`src/rtl/ric_pkg.sv`:
```
package ric_pkg;
    // ****************************************
    // Timing
    // ****************************************
    localparam int unsigned CLK_HZ          = 20000000;
    localparam int unsigned LONG_START_CYC  = 4064;
    localparam int unsigned SHORT_START_CYC = 2;
    localparam int unsigned OSC_PER_BUS     = 2;
    localparam int unsigned LONG_START_OSC  = LONG_START_CYC * OSC_PER_BUS;
    localparam int unsigned CNT_W           = 12;

    // ****************************************
    // Reset values
    // ****************************************
    localparam logic [15:0] TIMER_PRELOAD = 16'hfffc;
    localparam logic [1:0]  PRESCALE_ZERO = 2'h0;
    localparam logic [11:0] STACK_TOP     = 12'h0ff;

    // ****************************************
    // Vectors
    // ****************************************
    localparam logic [11:0] VEC_RESET = 12'hffe;
    localparam logic [11:0] VEC_TRAP  = 12'hffc;
    localparam logic [11:0] VEC_EXT   = 12'hffa;
    localparam logic [11:0] VEC_TIMER = 12'hff8;
    localparam logic [11:0] VEC_LINE  = 12'hff6;
    localparam logic [11:0] VEC_NONE  = 12'h000;

    // ****************************************
    // Types
    // ****************************************
    typedef enum logic [2:0] {
        RIC_SRC_NONE,
        RIC_SRC_TRAP,
        RIC_SRC_EXT,
        RIC_SRC_TIMER,
        RIC_SRC_LINE
    } ric_src_t;

    typedef enum logic [1:0] {
        RIC_RUN,
        RIC_WAIT,
        RIC_STOP
    } ric_pwr_t;
endpackage

```
`src/rtl/ric_core.sv`:
```
// Operation
// RULE_01: Reset comes from active-low pin or power-on detector.
// RULE_02: Outside party holds reset pin low at least one and a half cycles.
// RULE_03: Power-on reset only on supply rise, none on supply drop.
// RULE_04: Crystal option: 4064 cycle delay, then wait for pin high.
// RULE_05: RC option: 2 cycle delay, then wait while pin low.
// RULE_06: Pin restart not from stop: 2 cycle start delay.
// RULE_07: Pin restart from stop clears stop latch, full 4064 cycle delay.
// RULE_08: Reset zeroes timer prescaler and loads counter with fffc.
// RULE_09: Reset clears compare pin, level bit and timer enables.
// RULE_10: Reset clears oscillator bits, directions, open drain, line enables.
// RULE_11: Reset clears line flags; low pins set them again afterwards.
// RULE_12: Reset sets stack to 0ff, fetch to ffe, global mask set.
// RULE_13: Reset clears external latch, wait latch and stop latch.
// RULE_14: Four sources: external, timer, port lines maskable; soft trap not.
// RULE_15: Cleared enable blocks request but flag still sets.
// RULE_16: Flag clears after status access then associated register access.
// RULE_17: Interrupt taken at instruction end; stack, set mask, load vector.
// RULE_18: Trap return restores stacked state and resumes.
// RULE_19: Pin low starts program from ffe vector with mask set.
// RULE_20: Stop wakes on reset, external, line, or timer with ext clock.
// RULE_21: Wait wakes on reset, external, timer or line interrupt.
// RULE_22: Exit from low power uses ordinary vectors, no indication.
// RULE_23: Soft trap runs regardless of mask, vector ffc.
// RULE_24: External pin low with mask clear is recognised, vector ffa.
// RULE_25: Three timer flags each gated, share vector ff8.
// RULE_26: Four line requests share level request, vector ff6.
// RULE_27: Priority: reset, soft trap, external, timer, port lines.
`timescale 1ns/100ps
module ric_core
    import ric_pkg::*;
(
    input  wire logic         clk_in,
    input  wire logic         rst_in,
    input  wire logic         por_in,
    input  wire logic         reset_pin_n_in,
    input  wire logic         irq_pin_n_in,
    input  wire logic         crystal_opt_in,
    input  wire logic         osc_ready_in,
    input  wire logic         insn_end_in,
    input  wire logic         soft_trap_in,
    input  wire logic         trap_return_in,
    input  wire logic         stop_in,
    input  wire logic         wait_in,
    input  wire logic         mask_clear_in,
    input  wire logic         capture_flag_in,
    input  wire logic         match_flag_in,
    input  wire logic         wrap_flag_in,
    input  wire logic         capture_int_en_in,
    input  wire logic         match_int_en_in,
    input  wire logic         wrap_int_en_in,
    input  wire logic         timer_ext_clk_on_in,
    input  wire logic [3:0]   line_pin_n_in,
    input  wire logic [3:0]   line_int_enables_in,
    input  wire logic         status_access_in,
    input  wire logic [3:0]   line_flag_clr_in,
    input  wire logic         capture_assoc_in,
    input  wire logic         match_assoc_in,
    input  wire logic         wrap_assoc_in,
    output logic              core_reset_out,
    output logic              periph_reset_out,
    output logic [15:0]       timer_preload_out,
    output logic [1:0]        prescale_preload_out,
    output logic [11:0]       stack_preload_out,
    output logic              global_mask_out,
    output logic              take_int_out,
    output ric_pkg::ric_src_t take_src_out,
    output logic [11:0]       vector_out,
    output logic              restore_out,
    output logic              osc_off_out,
    output logic              core_clk_gate_out,
    output logic [3:0]        line_int_flags_out,
    output logic              capture_clr_out,
    output logic              match_clr_out,
    output logic              wrap_clr_out
);
    import ric_pkg::*;

    localparam logic [CNT_W-1:0] LONG_LOAD  = CNT_W'(LONG_START_CYC);
    localparam logic [CNT_W-1:0] SHORT_LOAD = CNT_W'(SHORT_START_CYC);

    function automatic logic timer_req(input logic cf, ce, mf, me, wf, we);
        timer_req = (cf && ce) || (mf && me) || (wf && we);
    endfunction

    // ****************************************
    // Pin synchronisers
    // ****************************************
    logic       rpin_s1_q, rpin_s2_q, irq_s1_q, irq_s2_q, por_s1_q, por_s2_q;
    logic       osc_s1_q, osc_s2_q;
    logic [3:0] line_s1_q, line_s2_q;

    always_ff @(posedge clk_in) begin
        if (rst_in) begin
            {rpin_s1_q, rpin_s2_q, irq_s1_q, irq_s2_q} <= 4'hf;
            {por_s1_q, por_s2_q, osc_s1_q, osc_s2_q}   <= 4'h0;
            line_s1_q <= 4'hf;
            line_s2_q <= 4'hf;
        end else begin
            rpin_s1_q <= reset_pin_n_in;
            rpin_s2_q <= rpin_s1_q;
            irq_s1_q  <= irq_pin_n_in;
            irq_s2_q  <= irq_s1_q;
            por_s1_q  <= por_in;
            por_s2_q  <= por_s1_q;
            osc_s1_q  <= osc_ready_in;
            osc_s2_q  <= osc_s1_q;
            line_s1_q <= line_pin_n_in;
            line_s2_q <= line_s1_q;
        end
    end

    // ****************************************
    // Reset sequencing
    // ****************************************
    logic       por_seen_q, por_pend_q, pin_prev_q, stop_q, wait_q;
    logic       load, busy;
    logic [CNT_W-1:0] load_val;
    logic       por_rise, pin_low, pin_rise;

    // RULE_03 supply rise only
    assign por_rise = por_s2_q && !por_seen_q;
    assign pin_low  = !rpin_s2_q;
    assign pin_rise = rpin_s2_q && !pin_prev_q;

    always_ff @(posedge clk_in) begin
        if (rst_in) begin
            por_seen_q <= 1'b0;
            por_pend_q <= 1'b0;
            pin_prev_q <= 1'b1;
        end else begin
            por_seen_q <= por_s2_q;
            pin_prev_q <= rpin_s2_q;
            if (por_rise) begin
                por_pend_q <= 1'b1;
            end else if (por_pend_q && osc_s2_q) begin
                por_pend_q <= 1'b0;
            end
        end
    end

    always_comb begin
        load     = 1'b0;
        load_val = SHORT_LOAD;
        if (rst_in) begin
            // Start counter has no reset of its own, so preload it here
            load     = 1'b1;
            load_val = SHORT_LOAD;
        end else if (por_pend_q && osc_s2_q) begin
            // RULE_04 crystal long delay
            // RULE_05 RC short delay
            load     = 1'b1;
            load_val = crystal_opt_in ? LONG_LOAD : SHORT_LOAD;
        end else if (pin_rise) begin
            // RULE_06 short pin restart
            // RULE_07 stop exit long delay
            load     = 1'b1;
            load_val = stop_q ? LONG_LOAD : SHORT_LOAD;
        end
    end

    ric_start_timer u_start (
        .clk_in   (clk_in),
        .load_in  (load),
        .count_in (load_val),
        .busy_out (busy)
    );

    // RULE_01 merge reset sources
    // RULE_19 pin low holds reset
    assign core_reset_out = rst_in || por_rise || por_pend_q || pin_low || busy;
    // RULE_08 timer preload
    // RULE_09 timer bits cleared
    // RULE_10 config bits cleared
    assign periph_reset_out     = core_reset_out;
    assign timer_preload_out    = TIMER_PRELOAD;
    assign prescale_preload_out = PRESCALE_ZERO;
    // RULE_12 stack top
    assign stack_preload_out    = STACK_TOP;

    // ****************************************
    // Port line flags
    // ****************************************
    logic [3:0] flags_q;
    // RULE_11 flags cleared, relatch
    // RULE_16 set wins over clear
    always_ff @(posedge clk_in) begin
        if (core_reset_out) begin
            flags_q <= 4'h0;
        end else begin
            flags_q <= (flags_q & ~line_flag_clr_in) | ~line_s2_q;
        end
    end
    assign line_int_flags_out = flags_q;

    // ****************************************
    // Timer flag clear sequence
    // ****************************************
    logic [2:0] armed_q;
    // RULE_16 status then associated access
    always_ff @(posedge clk_in) begin
        if (core_reset_out) begin
            armed_q <= 3'h0;
        end else if (status_access_in) begin
            armed_q <= {capture_flag_in, match_flag_in, wrap_flag_in};
        end else begin
            armed_q <= armed_q & ~{capture_assoc_in, match_assoc_in, wrap_assoc_in};
        end
    end
    assign capture_clr_out = armed_q[2] && capture_assoc_in && !status_access_in;
    assign match_clr_out   = armed_q[1] && match_assoc_in && !status_access_in;
    assign wrap_clr_out    = armed_q[0] && wrap_assoc_in && !status_access_in;

    // ****************************************
    // Mask, external latch, low power
    // ****************************************
    logic mask_q, ext_latch_q, irq_prev_q, timer_rq, line_rq, ext_rq, any_wake;
    ric_pwr_t pwr_q;
    ric_src_t src;

    // RULE_15 enables gate requests only
    // RULE_25 timer flags gated
    assign timer_rq = timer_req(capture_flag_in, capture_int_en_in, match_flag_in,
                                match_int_en_in, wrap_flag_in, wrap_int_en_in);
    // RULE_26 shared level request
    assign line_rq  = |(flags_q & line_int_enables_in);
    // RULE_24 pin low recognised
    assign ext_rq   = ext_latch_q || !irq_s2_q;

    always_ff @(posedge clk_in) begin
        // RULE_13 latches cleared
        if (core_reset_out) begin
            ext_latch_q <= 1'b0;
            irq_prev_q  <= 1'b1;
        end else begin
            irq_prev_q <= irq_s2_q;
            // An edge seen while its own level is being taken is that same request
            if (take_int_out && src == RIC_SRC_EXT) begin
                ext_latch_q <= 1'b0;
            end else if (irq_prev_q && !irq_s2_q) begin
                ext_latch_q <= 1'b1;
            end
        end
    end

    // RULE_20 stop wake sources
    // RULE_21 wait wake sources
    assign any_wake = ext_rq || line_rq ||
                      (timer_rq && (pwr_q == RIC_WAIT || timer_ext_clk_on_in));

    always_ff @(posedge clk_in) begin
        if (core_reset_out) begin
            pwr_q <= RIC_RUN;
        end else begin
            unique case (pwr_q)
                RIC_RUN: begin
                    if (stop_in) begin
                        pwr_q <= RIC_STOP;
                    end else if (wait_in) begin
                        pwr_q <= RIC_WAIT;
                    end
                end
                RIC_WAIT, RIC_STOP: begin
                    if (any_wake) begin
                        pwr_q <= RIC_RUN;
                    end
                end
            endcase
        end
    end
    assign wait_q = (pwr_q == RIC_WAIT);

    // Stop latch survives the pin reset so the long delay can be chosen
    always_ff @(posedge clk_in) begin
        if (rst_in || por_pend_q) begin
            stop_q <= 1'b0;
        // RULE_07 stop latch cleared
        end else if (pin_rise) begin
            stop_q <= 1'b0;
        end else if (pwr_q == RIC_RUN && stop_in && !core_reset_out) begin
            stop_q <= 1'b1;
        end else if (pwr_q == RIC_STOP && any_wake) begin
            stop_q <= 1'b0;
        end
    end

    assign osc_off_out       = stop_q;
    assign core_clk_gate_out = wait_q || stop_q;

    // RULE_27 fixed priority
    // RULE_23 trap ignores mask
    // RULE_14 four sources
    always_comb begin
        src = RIC_SRC_NONE;
        if (soft_trap_in) begin
            src = RIC_SRC_TRAP;
        end else if (!mask_q && ext_rq) begin
            src = RIC_SRC_EXT;
        end else if (!mask_q && timer_rq) begin
            src = RIC_SRC_TIMER;
        end else if (!mask_q && line_rq) begin
            src = RIC_SRC_LINE;
        end
    end

    // RULE_17 boundary entry
    // RULE_22 ordinary vectors
    assign take_int_out = !core_reset_out && insn_end_in && src != RIC_SRC_NONE
                          && pwr_q == RIC_RUN;

    always_ff @(posedge clk_in) begin
        if (core_reset_out) begin
            mask_q       <= 1'b1;
            take_src_out <= RIC_SRC_NONE;
            vector_out   <= VEC_RESET;
            restore_out  <= 1'b0;
        end else begin
            restore_out <= trap_return_in;
            if (take_int_out) begin
                mask_q       <= 1'b1;
                take_src_out <= src;
                unique case (src)
                    RIC_SRC_TRAP:  vector_out <= VEC_TRAP;
                    RIC_SRC_EXT:   vector_out <= VEC_EXT;
                    RIC_SRC_TIMER: vector_out <= VEC_TIMER;
                    RIC_SRC_LINE:  vector_out <= VEC_LINE;
                    default:       vector_out <= VEC_NONE;
                endcase
            // RULE_18 restore on return
            end else if (trap_return_in || mask_clear_in || pwr_q != RIC_RUN) begin
                mask_q <= 1'b0;
            end
        end
    end
    assign global_mask_out = mask_q;

    // ****************************************
    // Checks
    // ****************************************
    vec_reset_a: assert property (@(posedge clk_in) disable iff (rst_in) // RULE_12
        core_reset_out |=> vector_out == VEC_RESET && global_mask_out)
        else $error("reset vector or mask wrong");
    trap_vec_a: assert property (@(posedge clk_in) disable iff (rst_in) // RULE_23
        take_int_out && soft_trap_in |=> vector_out == VEC_TRAP && global_mask_out)
        else $error("trap vector wrong");
    mask_block_a: assert property (@(posedge clk_in) disable iff (rst_in) // RULE_14
        take_int_out && mask_q |-> soft_trap_in)
        else $error("masked request taken");
    boundary_a: assert property (@(posedge clk_in) disable iff (rst_in) // RULE_17
        take_int_out |-> insn_end_in)
        else $error("entry off boundary");
    ext_prio_a: assert property (@(posedge clk_in) disable iff (rst_in) // RULE_27
        take_int_out && !soft_trap_in && ext_rq |=> vector_out == VEC_EXT)
        else $error("external priority wrong");
    pin_hold_a: assert property (@(posedge clk_in) disable iff (rst_in) // RULE_19
        pin_low |-> core_reset_out)
        else $error("pin low without reset");
    short_delay_a: assert property (@(posedge clk_in) disable iff (rst_in) // RULE_06
        pin_rise && !stop_q && !por_pend_q |-> core_reset_out [*2])
        else $error("short delay too short");
    line_relatch_a: assert property (@(posedge clk_in) disable iff (rst_in) // RULE_11
        !core_reset_out && line_s2_q == 4'h0 |=> line_int_flags_out == 4'hf)
        else $error("line flag not relatched");
    stop_wake_a: assert property (@(posedge clk_in) disable iff (rst_in) // RULE_20
        pwr_q == RIC_STOP && !core_reset_out && ext_rq |=> pwr_q == RIC_RUN)
        else $error("stop not woken");
endmodule

```
`src/rtl/ric_start_timer.sv`:
```
`timescale 1ns/100ps
module ric_start_timer
    import ric_pkg::*;
(
    input  wire logic             clk_in,
    input  wire logic             load_in,
    input  wire logic [CNT_W-1:0] count_in,
    output logic                  busy_out
);
    logic [CNT_W-1:0] cnt_q;

    // ****************************************
    // Down counter, busy while nonzero
    // ****************************************
    always_ff @(posedge clk_in) begin
        if (load_in) begin
            cnt_q <= count_in;
        end else if (cnt_q != '0) begin
            cnt_q <= cnt_q - 1'b1;
        end
    end

    assign busy_out = load_in || (cnt_q != '0);
endmodule

```
`config.mk`:
```
export PLATFORM = sky130hd
export DESIGN_NAME = ric_core
export DESIGN_NICKNAME = d
export VERILOG_FILES = /design/src/rtl/ric_pkg.sv /design/src/rtl/ric_core.sv /design/src/rtl/ric_start_timer.sv
export SDC_FILE = /design/constraint.sdc
export NUM_CORES = 1
export LEC_CHECK = 0
export BUFFER_PORTS_ARGS = -buffer_cell sky130_fd_sc_hd__buf_4
export CAP_MARGIN = 10
export CORE_ASPECT_RATIO = 0.7
export CORE_UTILIZATION = 45
export CTS_CLUSTER_DIAMETER = 120
export DETAILED_ROUTE_END_ITERATION = 16
export HOLD_SLACK_MARGIN = 0.1
export PLACE_DENSITY = 0.74
export SLEW_MARGIN = 5
export SYNTH_ARGS = -nofsm -noshare
export SYNTH_HDL_FRONTEND = slang
export SYNTH_SLANG_ARGS = --single-unit
```
`constraint.sdc`:
```
create_clock -name clk_in -period 2.8 [get_ports clk_in]
set_input_delay 0.56 -clock clk_in [delete_from_list [all_inputs] [get_ports clk_in]]
set_output_delay 0.56 -clock clk_in [all_outputs]
set_load 0.03 [all_outputs]
```
==> reports/qor.yml <==
fin_skew_ns: 0.007127
maxSlewHeadroom_pct: 63.53
grt_pass1_wl_mm: 8.148
min_path_type: "register to register"
fin_crit_sh_pct: 95.33
numCtsBuffers: 5
n_fill_cell: 470
synth_flop_cell: "dfxtp_1"
crit_arrival_ns: 2.11
setup_viol: 0
antenna_found_initial: 0
routed_wl_mm: 5.138
async_flop_share_pct: 0
die_w_um: 91.51
cts_hold_buf: 0
area_growth_pct: 21.67
setup_tns_ns: 0
grt_max_degree: 25
synthTopCellsByArea: "dfxtp_1, edfxtp_1, buf_4"
endpoint_kind: "output pin"
initial_core_util_pct: 47.50
drt-met1-wl_mm: 2.440
ys_seq_area_share_pct: 46.01
cap_violations: 0
cts_buffer_depth: 2
row_count: 22
synth_common_cells: "dfxtp_1, buf_4, nor2_1, a21oi_1, or2_2"
grt.total_usage_pct: 17.81
worstPathRequired_ns: 2.24
cp-start-kind: "register"
synth_top_area_cell: "dfxtp_1"
wl_per_cell_um: 12.91
synthesis.area_sq_mm: 0.002524
final_hold_viol_count: 0
drc_errors: 0
clkSinkCount: 52
place_congestion: 0.8368
viasPerCell: 4.814
finalNetCount: 366
core-area_sq_mm: 0.005313
dr_total_vias: 1916
ys_ff_latch: 52
grt_pass1_vias: 1684
synth.most_common_cell: "dfxtp_1"
synth_top_area_share_pct: 31.73
cts_htree_levels: 2
hpwlAfterDp_mm: 3.655
rsz0062_at_grt: "yes"
status: "finished clean"
ir_worst_vdd_mv: 0.3209
synth_edf_count: 12
power.total_w: 0.001920
p_leak_nw: 1.323
overflow: 0
drive_gt1_share_pct: 33.13
die_h_um: 64.66
critical_path_class: "register to output pin"
powerDensity_mw_per_mm2: 625.4
dpl_cell_area_sq_mm: 0.002888
place_ws_ns: 0.2667
fin_area_sq_mm: 0.003070
drv_slew: 0
clk-insertion-delay-late_ns: 0.31
dieArea_sq_mm: 0.005916
path_clk_slew_ns: 0.10
drt_iter0_drc: 113
clock.fmax_mhz: 374.7
critPathMaxFanout: 5
io_buffers: 63
n_antenna_cell: 0
first_pass_iters: 4
finalCriticalPeriod_ns: 2.669
wl_met3_um: 360
root_buffer: "clkbuf_8"
yosys_warnings: 0
syn_avg_cell_area_sq_um: 9.706
cts_tree: "built"
syn_inst: 260
worstMarginPinSlew_ns: 0.5470
final.setup.worst_slack_ns: 0.1309
routed-wl-met2_mm: 2.317
ios: 95
ys_types: 52
top_layer_used: "met4"
final_core_util_pct: 57.80
ant_nets: 0
## registers in the layout (all words and copies together) (netlist names), 2 cells and up
| name | cells |
|---|---|
| line_s2_q | 4 |
| armed_q | 3 |
| line_s1_q | 4 |
| pwr_q | 2 |
| u_start.cnt_q | 12 |
| line_int_flags_out | 4 |
| vector_out | 4 |
| take_src_out | 3 |
## where the power goes
| part | internal, W | total (W) | switching, W |
|---|---|---|---|
| Combinational | 0.000236 | 0.000517 | 0.000281 |
| Sequential | 0.000872 | 0.000947 | 0.0000742 |
| Clock | 0.000185 | 0.000457 | 0.000272 |
## final timing paths
path | slack (ns) | depth (start not counted) | endpoint | start
max reg2reg | 0.69 | 8 | vector_out[10]$_SDFFE_PP1P_ | u_start.cnt_q[1]$_DFFE_PP_
min reg2reg | 0.41 | 1 | line_int_flags_out[0]$_SDFF_PP0_ | line_s2_q[0]$_SDFF_PP1_
max | 0.13 | 8 | take_int_out | u_start.cnt_q[1]$_DFFE_PP_
min | 0.41 | 1 | line_int_flags_out[0]$_SDFF_PP0_ | line_s2_q[0]$_SDFF_PP1_
## final cells by class
cell class	instances	area, sq um	share of cell area [%]
clock buffer	5	68.82	2.241
clock inverter	3	26.28	0.8557
inverter	10	45.04	1.467
multi-input combinational	182	1120	36.47
sequential	52	1161	37.82
tap	72	90.09	2.934
timing repair buffer	74	559.3	18.22
## cell usage in the layout (no fill, tap or decap), types with 6 or more instances in the layout
master	synthesis	final
buf_4	39	73
dfxtp_1	40	40
conb_1	2	31
nor2_1	18	17
a21oi_1	16	16
or2_2	15	15
edfxtp_1	12	12
nor2b_1	8	8
nand2_1	8	8
xnor2_1	8	8
o21ai_0	8	8
nand2b_1	7	7
inv_1	9	7
nor3_1	6	6
## metal layers
| layer | vias to the layer above | GRT usage (%) |
|---|---|---|
| li1 | 955 | - |
| met1 | 881 | 24.67 |
| met2 | 76 | 27.26 |
| met3 | 4 | 5.047 |
| met4 | 0 | 4.563 |
| met5 | - | 0 |
## what timing repair did
item | 4_1_cts | 5_1_grt
setup endpoints to repair | 1 | 3
buffers inserted | 6 | 2
gates resized for setup | 7 | 2
pin swaps | 3 | 2
## stage by stage
stage                     hold WS (ns)  instances
final                           0.4076        398
after floorplan                 0.3815        289
after detailed placement        0.3932        382
after CTS                       0.4115        396
after global placement          0.3883        382
after global routing            0.4079        398
## critical path, cell delays in order (launching register included)
cell,delay (ns)
edfxtp_1,0.43
inv_2,0.08
ha_1,0.13
or4b_4,0.47
nor4_4,0.17
and3_4,0.26
inv_8,0.05
nor2_4,0.08
buf_6,0.14
## logic make-up after synthesis
kind of cell | share of synthesized area (%)
AO/OA/AOI/OAI | 13.04
adder cells (fa/ha/maj) | 2.479
XOR/XNOR | 3.124
buffers and inverters | 14.68
AND/OR/NAND/NOR | 20.38
flip-flops | 46.01
other | 0.2976
(Power assumes the default switching activity.)
